[src/rtl/smf_pkg.sv]
// Shared constants and types of the secure memory serial front end.
package smf_pkg;
  localparam int          CLK_HZ    = 40_000_000;
  localparam int          ETU_CLKS  = 372;
  localparam logic [8:0]  ETU_LAST  = 9'(ETU_CLKS - 1);
  localparam logic [8:0]  ETU_HALF  = 9'(ETU_CLKS / 2 - 1);
  localparam logic [8:0]  ETU_ZERO  = 9'h000;
  localparam logic [8:0]  ETU_ONE   = 9'h001;
  localparam logic [3:0]  CHR_LAST  = 4'hB;
  localparam logic [3:0]  DATA_LAST = 4'h8;
  localparam logic [3:0]  PAR_BIT   = 4'h9;
  localparam logic [2:0]  ATR_LAST  = 3'h7;
  localparam logic [3:0]  BYTE_BITS = 4'h8;
  localparam logic [7:0]  RD_DENY   = 8'hFF;
  localparam int          T_WR_US   = 5000;
  localparam int          T_WR_CYC  = T_WR_US * (CLK_HZ / 1_000_000);
  localparam int          PROG_W    = 18;
  localparam int          PG_SIZE   = 16;
  localparam int          MEM_SIZE  = 256;
  localparam int          NPIN      = 4;
  localparam int          PIN_SCL   = 0;
  localparam int          PIN_SDA   = 1;
  localparam int          PIN_RST   = 2;
  localparam int          PIN_MODE  = 3;
  localparam logic [3:0]  PIN_IDLE  = 4'hF;
  typedef enum logic [2:0] {
    SMF_P_IDLE, SMF_P_DEV, SMF_P_ADDR, SMF_P_WR, SMF_P_RD
  } smf_sph_e;
  typedef enum logic [1:0] {SMF_A_IDLE, SMF_A_TX, SMF_A_RX} smf_aph_e;
endpackage

[src/rtl/smf_front_end.sv]
// Pin front end of the secure memory: async character link and sync bus.
// Contract
// async bit time lasts 372 periods of the supplied link clock.
// sync mode samples data on clock rise, changes output after fall.
// reset activation sends the 64-bit answer-to-reset serially, async framing; the code starts it on reset release (rising pin).
// undriven reset input reads inactive through an internal pull-up.
// no answer-to-reset is produced in sync mode.
// data line is only pulled low or released, never driven high.
// up to 15 devices share the bus; each answers its own address.
// single byte or 16-byte page writes, finished by a timed programming cycle.
// memory is four 64-byte zones, each with its own access rights.
// host clocks the sync bus at no more than 1.0 MHz.
// data changes only while clock low; high-time changes are start/stop.
// falling data while clock high starts every sync command.
// async receiver counts clocks and samples near each bit's middle.
`timescale 1ns/100ps
module smf_front_end #(
  parameter int          PROG_CYCLES = smf_pkg::T_WR_CYC,
  parameter logic [63:0] ATR_VALUE   = 64'h3B00_1122_3344_5566 // Arbitrary.
) (
  input  wire logic       i_mclk,
  input  wire logic       i_rst_n,
  input  wire logic       i_scl_clk,
  input  wire logic       i_sda_in,
  output logic            o_sda_out,
  output logic            o_sda_oe,
  input  wire logic       i_rst_pad,
  input  wire logic       i_rst_pad_drv,
  input  wire logic       i_mode_sync,
  input  wire logic [3:0] i_dev_addr,
  input  wire logic [3:0] i_zone_wr_en,
  input  wire logic [3:0] i_zone_rd_en,
  output logic            o_busy,
  output logic            o_atr_done,
  output logic [7:0]      o_rx_data,
  output logic            o_rx_valid,
  output logic            o_rx_perr
);
  // The pad sees a released reset pin as high.
  wire logic [3:0] pin_raw = {i_mode_sync, ~i_rst_pad_drv | i_rst_pad,
                              i_sda_in, i_scl_clk};
  logic [3:0] sy1_q;
  logic [3:0] sy2_q;
  logic [3:0] prv_q;

  // Two-flop synchronisers per pin; the second stage and a third, delayed copy of it feed logic.
  for (genvar g = 0; g < smf_pkg::NPIN; g++) begin : g_sync
    always_ff @(posedge i_mclk or negedge i_rst_n) begin
      if (!i_rst_n) begin
        sy1_q[g] <= smf_pkg::PIN_IDLE[g];
        sy2_q[g] <= smf_pkg::PIN_IDLE[g];
        prv_q[g] <= smf_pkg::PIN_IDLE[g];
      end else begin
        sy1_q[g] <= pin_raw[g];
        sy2_q[g] <= sy1_q[g];
        prv_q[g] <= sy2_q[g];
      end
    end
  end

  // Edge and bus condition decode on the synchronised pins.
  wire logic scl      = sy2_q[smf_pkg::PIN_SCL];
  wire logic sda      = sy2_q[smf_pkg::PIN_SDA];
  wire logic rstl     = sy2_q[smf_pkg::PIN_RST];
  wire logic sync_m   = sy2_q[smf_pkg::PIN_MODE];
  wire logic scl_rise = scl & ~prv_q[smf_pkg::PIN_SCL];
  wire logic scl_fall = ~scl & prv_q[smf_pkg::PIN_SCL];
  wire logic sda_fall = ~sda & prv_q[smf_pkg::PIN_SDA];
  wire logic sda_rise = sda & ~prv_q[smf_pkg::PIN_SDA];
  wire logic rst_rise = rstl & ~prv_q[smf_pkg::PIN_RST];
  wire logic hi_keep  = scl & prv_q[smf_pkg::PIN_SCL];
  wire logic cond_start = hi_keep & sda_fall;
  wire logic cond_stop  = hi_keep & sda_rise;

  smf_pkg::smf_sph_e s_ph_q;
  logic [3:0]  cnt_q;
  logic [7:0]  sh_q;
  logic [7:0]  tx_q;
  logic [7:0]  addr_q;
  logic [3:0]  page_q;
  logic        s_oe_q;
  logic        ack_ph_q;
  logic        nack_q;
  logic        busy_q;
  logic [15:0] pg_v_q;
  logic [7:0]  pg_q [smf_pkg::PG_SIZE];
  logic [7:0]  mem_q [smf_pkg::MEM_SIZE];
  logic [smf_pkg::PROG_W-1:0] pcnt_q;

  // Zone rights come from the top two address bits.
  wire logic [1:0] zone    = addr_q[7:6];
  wire logic       zwr     = i_zone_wr_en[zone];
  wire logic       zrd     = i_zone_rd_en[zone];
  wire logic [7:0] rd_byte = zrd ? mem_q[addr_q] : smf_pkg::RD_DENY;
  wire logic dev_hit  = (sh_q[7:4] == i_dev_addr) & ~busy_q;
  wire logic byte_end = scl_fall & (cnt_q == smf_pkg::BYTE_BITS);
  wire logic ack_end  = scl_fall & ack_ph_q;
  wire logic pg_we    = byte_end & (s_ph_q == smf_pkg::SMF_P_WR) & zwr;
  wire logic prog_go  = cond_stop & (s_ph_q == smf_pkg::SMF_P_WR)
                        & (|pg_v_q) & ~busy_q;
  wire logic prog_end = busy_q
                        & (pcnt_q == smf_pkg::PROG_W'(PROG_CYCLES - 1));

  // Bit capture on clock rise; the ninth rise samples the host's ack.
  always_ff @(posedge i_mclk or negedge i_rst_n) begin
    if (!i_rst_n) begin
      cnt_q  <= 4'h0;
      sh_q   <= 8'h00;
      nack_q <= 1'b0;
    end else if (cond_start) begin
      cnt_q <= 4'h0;
    end else if (scl_rise) begin
      if (cnt_q == smf_pkg::BYTE_BITS) begin
        nack_q <= sda;
        cnt_q  <= 4'h0;
      end else begin
        sh_q  <= {sh_q[6:0], sda};
        cnt_q <= cnt_q + 4'h1;
      end
    end
  end

  // Command sequencer; output changes follow a falling clock, or a start, stop or sync mode exit that releases it.
  always_ff @(posedge i_mclk or negedge i_rst_n) begin
    if (!i_rst_n) begin
      s_ph_q   <= smf_pkg::SMF_P_IDLE;
      s_oe_q   <= 1'b0;
      ack_ph_q <= 1'b0;
      addr_q   <= 8'h00;
      page_q   <= 4'h0;
      tx_q     <= 8'h00;
    end else if (!sync_m || cond_stop) begin
      s_ph_q   <= smf_pkg::SMF_P_IDLE;
      s_oe_q   <= 1'b0;
      ack_ph_q <= 1'b0;
    end else if (cond_start) begin
      s_ph_q   <= smf_pkg::SMF_P_DEV;
      s_oe_q   <= 1'b0;
      ack_ph_q <= 1'b0;
    end else if (byte_end) begin
      ack_ph_q <= 1'b1;
      unique case (s_ph_q)
        smf_pkg::SMF_P_IDLE: s_oe_q <= 1'b0;
        smf_pkg::SMF_P_DEV: begin
          s_oe_q <= dev_hit;
          if (!dev_hit) begin
            s_ph_q <= smf_pkg::SMF_P_IDLE;
          end else if (sh_q[0]) begin
            s_ph_q <= smf_pkg::SMF_P_RD;
          end else begin
            s_ph_q <= smf_pkg::SMF_P_ADDR;
          end
        end
        smf_pkg::SMF_P_ADDR: begin
          addr_q <= sh_q;
          page_q <= sh_q[7:4];
          s_oe_q <= 1'b1;
          s_ph_q <= smf_pkg::SMF_P_WR;
        end
        smf_pkg::SMF_P_WR: begin
          s_oe_q <= zwr;
          // Page writes wrap inside the 16-byte page.
          addr_q <= {addr_q[7:4], addr_q[3:0] + 4'h1};
          if (!zwr) begin
            s_ph_q <= smf_pkg::SMF_P_IDLE;
          end
        end
        smf_pkg::SMF_P_RD: s_oe_q <= 1'b0;
      endcase
    end else if (ack_end) begin
      ack_ph_q <= 1'b0;
      s_oe_q   <= 1'b0;
      if (s_ph_q == smf_pkg::SMF_P_RD) begin
        if (nack_q) begin
          s_ph_q <= smf_pkg::SMF_P_IDLE;
        end else begin
          s_oe_q <= ~rd_byte[7];
          tx_q   <= {rd_byte[6:0], 1'b1};
          addr_q <= addr_q + 8'h01;
        end
      end
    end else if (scl_fall && s_ph_q == smf_pkg::SMF_P_RD) begin
      s_oe_q <= ~tx_q[7];
      tx_q   <= {tx_q[6:0], 1'b1};
    end
  end

  // Page buffer entries; a new address byte starts an empty page.
  for (genvar g = 0; g < smf_pkg::PG_SIZE; g++) begin : g_page
    always_ff @(posedge i_mclk or negedge i_rst_n) begin
      if (!i_rst_n) begin
        pg_v_q[g] <= 1'b0;
      end else if (byte_end && s_ph_q == smf_pkg::SMF_P_ADDR) begin
        pg_v_q[g] <= 1'b0;
      end else if (pg_we && addr_q[3:0] == 4'(g)) begin
        pg_v_q[g] <= 1'b1;
      end
    end
    always_ff @(posedge i_mclk) begin
      if (pg_we && addr_q[3:0] == 4'(g)) begin
        pg_q[g] <= sh_q;
      end
    end
  end

  // Programming timer; the device ignores its address until done.
  always_ff @(posedge i_mclk or negedge i_rst_n) begin
    if (!i_rst_n) begin
      busy_q <= 1'b0;
      pcnt_q <= '0;
    end else if (prog_go) begin
      busy_q <= 1'b1;
      pcnt_q <= '0;
    end else if (prog_end) begin
      busy_q <= 1'b0;
    end else if (busy_q) begin
      pcnt_q <= pcnt_q + smf_pkg::PROG_W'(1);
    end
  end

  // Cells change only at the end of the timed cycle, all at once.
  always_ff @(posedge i_mclk) begin
    for (int i = 0; i < smf_pkg::PG_SIZE; i++) begin
      if (prog_end && pg_v_q[i]) begin
        mem_q[{page_q, 4'(i)}] <= pg_q[i];
      end
    end
  end

  smf_pkg::smf_aph_e a_st_q;
  logic [8:0] etu_q;
  logic [3:0] bit_q;
  logic [2:0] chr_q;
  logic [8:0] rx_sh_q;
  logic       a_oe_q;

  // Character timing runs on link clock rises counted in the local domain.
  wire logic       etu_end  = scl_rise & (etu_q == smf_pkg::ETU_LAST);
  wire logic       a_smp    = scl_rise & (etu_q == smf_pkg::ETU_HALF)
                              & (a_st_q == smf_pkg::SMF_A_RX);
  wire logic       atr_go   = rst_rise & ~sync_m;
  wire logic       rx_go    = (a_st_q == smf_pkg::SMF_A_IDLE) & sda_fall;
  wire logic [7:0] atr_byte = ATR_VALUE[{~chr_q, 3'h0} +: 8];
  wire logic [3:0] bit_m1   = bit_q - 4'h1;
  wire logic       tx_bit   = (bit_q == 4'h0) ? 1'b0 :
                              (bit_q <= smf_pkg::DATA_LAST) ?
                              atr_byte[bit_m1[2:0]] :
                              (bit_q == smf_pkg::PAR_BIT) ? ^atr_byte : 1'b1;
  wire logic [8:0] etu_nx   = etu_end ? smf_pkg::ETU_ZERO
                                      : etu_q + smf_pkg::ETU_ONE;

  // Async sequencer: answer-to-reset transmit and character receive.
  always_ff @(posedge i_mclk or negedge i_rst_n) begin
    if (!i_rst_n) begin
      a_st_q     <= smf_pkg::SMF_A_IDLE;
      etu_q      <= smf_pkg::ETU_ZERO;
      bit_q      <= 4'h0;
      chr_q      <= 3'h0;
      rx_sh_q    <= 9'h000;
      o_atr_done <= 1'b0;
      o_rx_valid <= 1'b0;
      o_rx_data  <= 8'h00;
      o_rx_perr  <= 1'b0;
    end else begin
      o_atr_done <= 1'b0;
      o_rx_valid <= 1'b0;
      if (sync_m || !rstl) begin
        a_st_q <= smf_pkg::SMF_A_IDLE;
      end else if (atr_go) begin
        a_st_q <= smf_pkg::SMF_A_TX;
        etu_q  <= smf_pkg::ETU_ZERO;
        bit_q  <= 4'h0;
        chr_q  <= 3'h0;
      end else begin
        unique case (a_st_q)
          smf_pkg::SMF_A_IDLE: begin
            if (rx_go) begin
              a_st_q <= smf_pkg::SMF_A_RX;
              etu_q  <= smf_pkg::ETU_ZERO;
              bit_q  <= 4'h0;
            end
          end
          smf_pkg::SMF_A_TX: begin
            if (scl_rise) begin
              etu_q <= etu_nx;
            end
            if (etu_end && bit_q == smf_pkg::CHR_LAST) begin
              bit_q <= 4'h0;
              chr_q <= chr_q + 3'h1;
              if (chr_q == smf_pkg::ATR_LAST) begin
                a_st_q     <= smf_pkg::SMF_A_IDLE;
                o_atr_done <= 1'b1;
              end
            end else if (etu_end) begin
              bit_q <= bit_q + 4'h1;
            end
          end
          smf_pkg::SMF_A_RX: begin
            if (scl_rise) begin
              etu_q <= etu_nx;
            end
            if (a_smp) begin
              rx_sh_q <= {sda, rx_sh_q[8:1]};
              bit_q   <= bit_q + 4'h1;
              // A start bit that reads high was a glitch.
              if ((bit_q == 4'h0 && sda) || bit_q == smf_pkg::PAR_BIT) begin
                a_st_q <= smf_pkg::SMF_A_IDLE;
              end
              if (bit_q == smf_pkg::PAR_BIT) begin
                o_rx_valid <= 1'b1;
                o_rx_data  <= rx_sh_q[8:1];
                o_rx_perr  <= ^{rx_sh_q[8:1], sda};
              end
            end
          end
          default: a_st_q <= smf_pkg::SMF_A_IDLE;
        endcase
      end
    end
  end

  // Pin drivers: low or released only, one extra cycle of latency in sync mode, two in async mode.
  always_ff @(posedge i_mclk or negedge i_rst_n) begin
    if (!i_rst_n) begin
      a_oe_q    <= 1'b0;
      o_sda_oe  <= 1'b0;
      o_sda_out <= 1'b0;
      o_busy    <= 1'b0;
    end else begin
      a_oe_q    <= (a_st_q == smf_pkg::SMF_A_TX) & ~tx_bit;
      o_sda_oe  <= sync_m ? s_oe_q : a_oe_q;
      o_sda_out <= 1'b0;
      o_busy    <= busy_q;
    end
  end
endmodule // smf_front_end

[config.mk]
export PLATFORM = sky130hd
export DESIGN_NAME = smf_front_end
export DESIGN_NICKNAME = d
export VERILOG_FILES = /design/src/rtl/smf_pkg.sv /design/src/rtl/smf_front_end.sv
export SDC_FILE = /design/constraint.sdc
export NUM_CORES = 2
export LEC_CHECK = 0
export BUFFER_PORTS_ARGS = -buffer_cell sky130_fd_sc_hd__buf_2
export CELL_PAD_IN_SITES_DETAIL_PLACEMENT = 1
export CELL_PAD_IN_SITES_GLOBAL_PLACEMENT = 1
export CORE_ASPECT_RATIO = 1.25
export CORE_MARGIN = 10
export CORE_UTILIZATION = 47
export DETAILED_ROUTE_END_ITERATION = 10
export PLACE_DENSITY_LB_ADDON = 0.1
export SYNTH_ARGS = -nofsm -noshare
export SYNTH_HDL_FRONTEND = slang
export SYNTH_SLANG_ARGS = --single-unit
[constraint.sdc]
create_clock -name i_mclk -period 5.06 [get_ports i_mclk]
set_input_delay 0.253 -clock i_mclk [delete_from_list [all_inputs] [get_ports i_mclk]]
set_output_delay 0.253 -clock i_mclk [all_outputs]
set_load 0.02 [all_outputs]
==> flow_summary.json <==
{
  "status": "finished clean",
  "finalClockSkew_ps": 51.2,
  "finalMaxSlewViolations": 0,
  "crit_path_max_fanout": 27,
  "layout.core_utilization": 0.534,
  "clk-insertion-delay-late_ps": 900,
  "hpwl_um": 239000,
  "grt_use_total": 0.337,
  "cts.clk_slew.worst_paths_ps": 60,
  "syn_nets": 4428,
  "cts.sink_count": 2300,
  "dpl-instance-area_um2": 93500,
  "clockRootBuffer": "clkbuf_16",
  "tritoncts.num_buffers": 221,
  "path_class": "reg -> reg",
  "fin_nets": 4713,
  "post_synth_inst_count": 4389,
  "detail_route.first_pass.iterations": 6,
  "layout.filler_cells": 16500,
  "async_reset_ff_frac": 0.0539,
  "cts-resized-gates": 0,
  "grt_antenna_before_repair": 46,
  "crit_arrival_ps": 5250,
  "synthFlopType": "edfxtp_1",
  "vdd_ir_drop_max_mv": 0.302,
  "global_route_wire_length_before_repair_um": 467000,
  "clock_tree_from_tritoncts": "yes",
  "syn_area_um2": 89400,
  "drc": 0,
  "placed_cell_count": 6956,
  "power.leakage_nw": 31.2,
  "io_buffers": 31,
  "ys_ff_latch": 2300,
  "fmax_ghz": 0.224,
  "ioPinCount": 33,
  "die_h_um": 508,
  "tightest_slew_ps": 1420,
  "route.detailed.vias_per_inst": 6.79,
  "layout.area.seq_um2": 68500,
  "post_route_cells_drive_above_1_share": 0.247,
  "core.rowCount": 178,
  "ant_nets": 0,
  "wl_um": 353000,
  "setup_viol_count_final": 0,
  "floorplan.die_area_um2": 208000,
  "post_synth_num_cell_types": 83,
  "first_global_vias": 49000,
  "first_drt_iteration_drcs": 8457,
  "worst_slew_margin_rel": 0.0544,
  "instances_no_fill": 7391,
  "fin_area_um2": 101000,
  "hold_viol_final": 0,
  "initial_core_utilization": 0.474,
  "totalNegativeSetupSlack_ps": 0,
  "hold_path_class": "in -> reg",
  "drv_cap": 0,
  "layout_min_cycle_time_ps": 4470,
  "power_mw": 37.8,
  "avgRoutedWirePerCell_um": 47.8,
  "grt_overflow_total": 0,
  "critical_path.startpoint_type": "flip-flop",
  "power_per_cell_area_nw_per_um2": 375,
  "vias": 50200,
  "routabilityCongestion": 0.977,
  "cts_buffer_depth": 3,
  "fp.coreArea_um2": 189000,
  "post_synth.cell_area_avg_um2": 20.4,
  "cts_post_setup_buffers_inserted": 0,
  "fp.dieW_um": 410,
  "edff_count_synth": 2176,
  "critPathCaptureType": "flip-flop",
  "cp.required_ps": 5850,
  "setup_repair_after_global_routing_missed_its_margin": "no",
  "syn_to_final_growth_pct": 12.7,
  "multi_input_area_um2": 19600,
  "count_of_warnings_emitted_by_yosys": 0,
  "ys_seq_area_frac": 0.766,
  "grt_max_degree": 64,
  "period_utilization": 0.883,
  "h-tree-depth": 4
}
==> cells in the final DEF (no fill, tap or decap), types with 12 or more instances in the layout <==
cell and n:
clkinv_1 54, mux2i_1 103, o221ai_1 27, mux4_2 509, bufinv_16 17, xor2_1 15, inv_1 21, a211oi_1 17
edfxtp_1 2176, nor3_1 24, nand3_1 46, buf_2 30, mux2_2 58, nand4_1 13, nor4_1 17, xnor2_1 18
nand2b_1 16, a31oi_1 12, a2111oi_0 14, o21ai_0 51, buf_12 15, dlygate4sd3_1 14, a22oi_1 51, and3_1 16
a22o_1 12, o22ai_1 24, buf_4 239, dfrtp_1 108, diode_2 12, clkinv_2 34, nand2_1 161, ha_1 20
a21oi_1 63, a221oi_1 30, clkbuf_16 224, nor2b_1 16, nor2_1 379, clkbuf_1 54
==> power breakdown <==
| group | switching, mW | internal [mW] |
|---|---|---|
| Sequential | 0.112 | 20.7 |
| Clock | 7.45 | 9.03 |
| Combinational | 0.361 | 0.129 |
==> path summary, 6_finish.rpt <==
check	startpoint	end	slack, ps	cells after the start
setup / recovery	addr_q[0]	s_oe_q	590	7
hold / removal	i_rst_pad	sy1_q[2]	120	3
setup reg to reg	addr_q[0]	s_oe_q	590	7
hold reg to reg	sy1_q[0]	scl	350	0
max in group asynchronous	i_rst_n	pcnt_q[0]	3850	4
min in group asynchronous	i_rst_n	prv_q[1]	500	3
==> logic make-up after synthesis <==
logic type / count (synthesis) / synth area share
buffers and inverters: 263 / 0.0165
DFF: 2300 / 0.766
and+or+nand+nor: 739 / 0.0360
adders and majority gates: 20 / 0.00280
muxes: 670 / 0.147
xor gates and xnor gates: 33 / 0.00323
other: 1 / 0.0000419
AOI/OAI and AO/OA: 363 / 0.0288
==> repair_timing <==
| item | CTS | global route |
|---|---|---|
| endpoints found under the setup margin | 0 | 0 |
| hold buffers | 15 | 0 |
| endpoints found under the hold margin | 75 | 0 |
==> critical path, cell delays in order (launching register included) <==
cell,delay [ps]
dfrtp_4,920
buf_4,440
mux4_2,680
mux2i_1,680
o21ai_0,170
a2111oi_0,920
a2111oi_0,220
a221oi_2,290
==> per-stage QoR <==
step / hold WS, ps / setup slack (ps)
2_1_floorplan: -42.6 / 2230
3_3_place_gp: 256 / 732
3_5_place_dp: 265 / 775
4_1_cts: 60.8 / 764
5_1_grt: 102 / 648
6_report: 118 / 591
==> cell type report <==
type,instances,area share
flip-flops and latches,2300,0.679
multi-input cells,1826,0.194
clock buffers,279,0.0578
well taps,2520,0.0313
repair buffers,300,0.0240
clock inverters,129,0.0123
inverters,25,0.000981
diodes,12,0.000298
==> state kept, by name (all words and copies together) (netlist names), 4 cells and up <==
| register | cells |
|---|---|
| addr_q | 8 |
| bit_q | 4 |
| cnt_q | 4 |
| etu_q | 9 |
| mem_q | 2048 |
| o_rx_data | 8 |
| page_q | 4 |
| pcnt_q | 18 |
| pg_q | 128 |
| pg_v_q | 16 |
| rx_sh_q | 8 |
| sh_q | 8 |
| sy1_q | 4 |
| tx_q | 8 |
==> metal layers <==
metal  GRT usage  routed length, µm  share of wire  vias up
met5           0                156        0.00044        -
met4       0.197              25600          0.072       24
met3      0.0799              38600           0.11      695
met2       0.516             161000           0.46     3649
met1       0.442             128000           0.36    27200
li1            -                  -              -    18600
==> Yosys cell counts (27+ instances only) <==
| master | n | area share |
|---|---|---|
| a21oi_1 | 63 | 0.0035 |
| a221oi_1 | 30 | 0.0029 |
| a22oi_1 | 51 | 0.0043 |
| buf_2 | 44 | 0.0025 |
| buf_4 | 35 | 0.0029 |
| buf_6 | 35 | 0.0044 |
| clkbuf_1 | 107 | 0.0045 |
| dfrtp_1 | 113 | 0.032 |
| edfxtp_1 | 2176 | 0.73 |
| mux2_2 | 58 | 0.0073 |
| mux2i_1 | 103 | 0.012 |
| mux4_2 | 509 | 0.13 |
| nand2_1 | 164 | 0.0069 |
| nand3_1 | 50 | 0.0028 |
| nor2_1 | 381 | 0.016 |
| o21ai_0 | 51 | 0.0029 |
| o221ai_1 | 27 | 0.0026 |
Power figures use the tool's default switching activity.
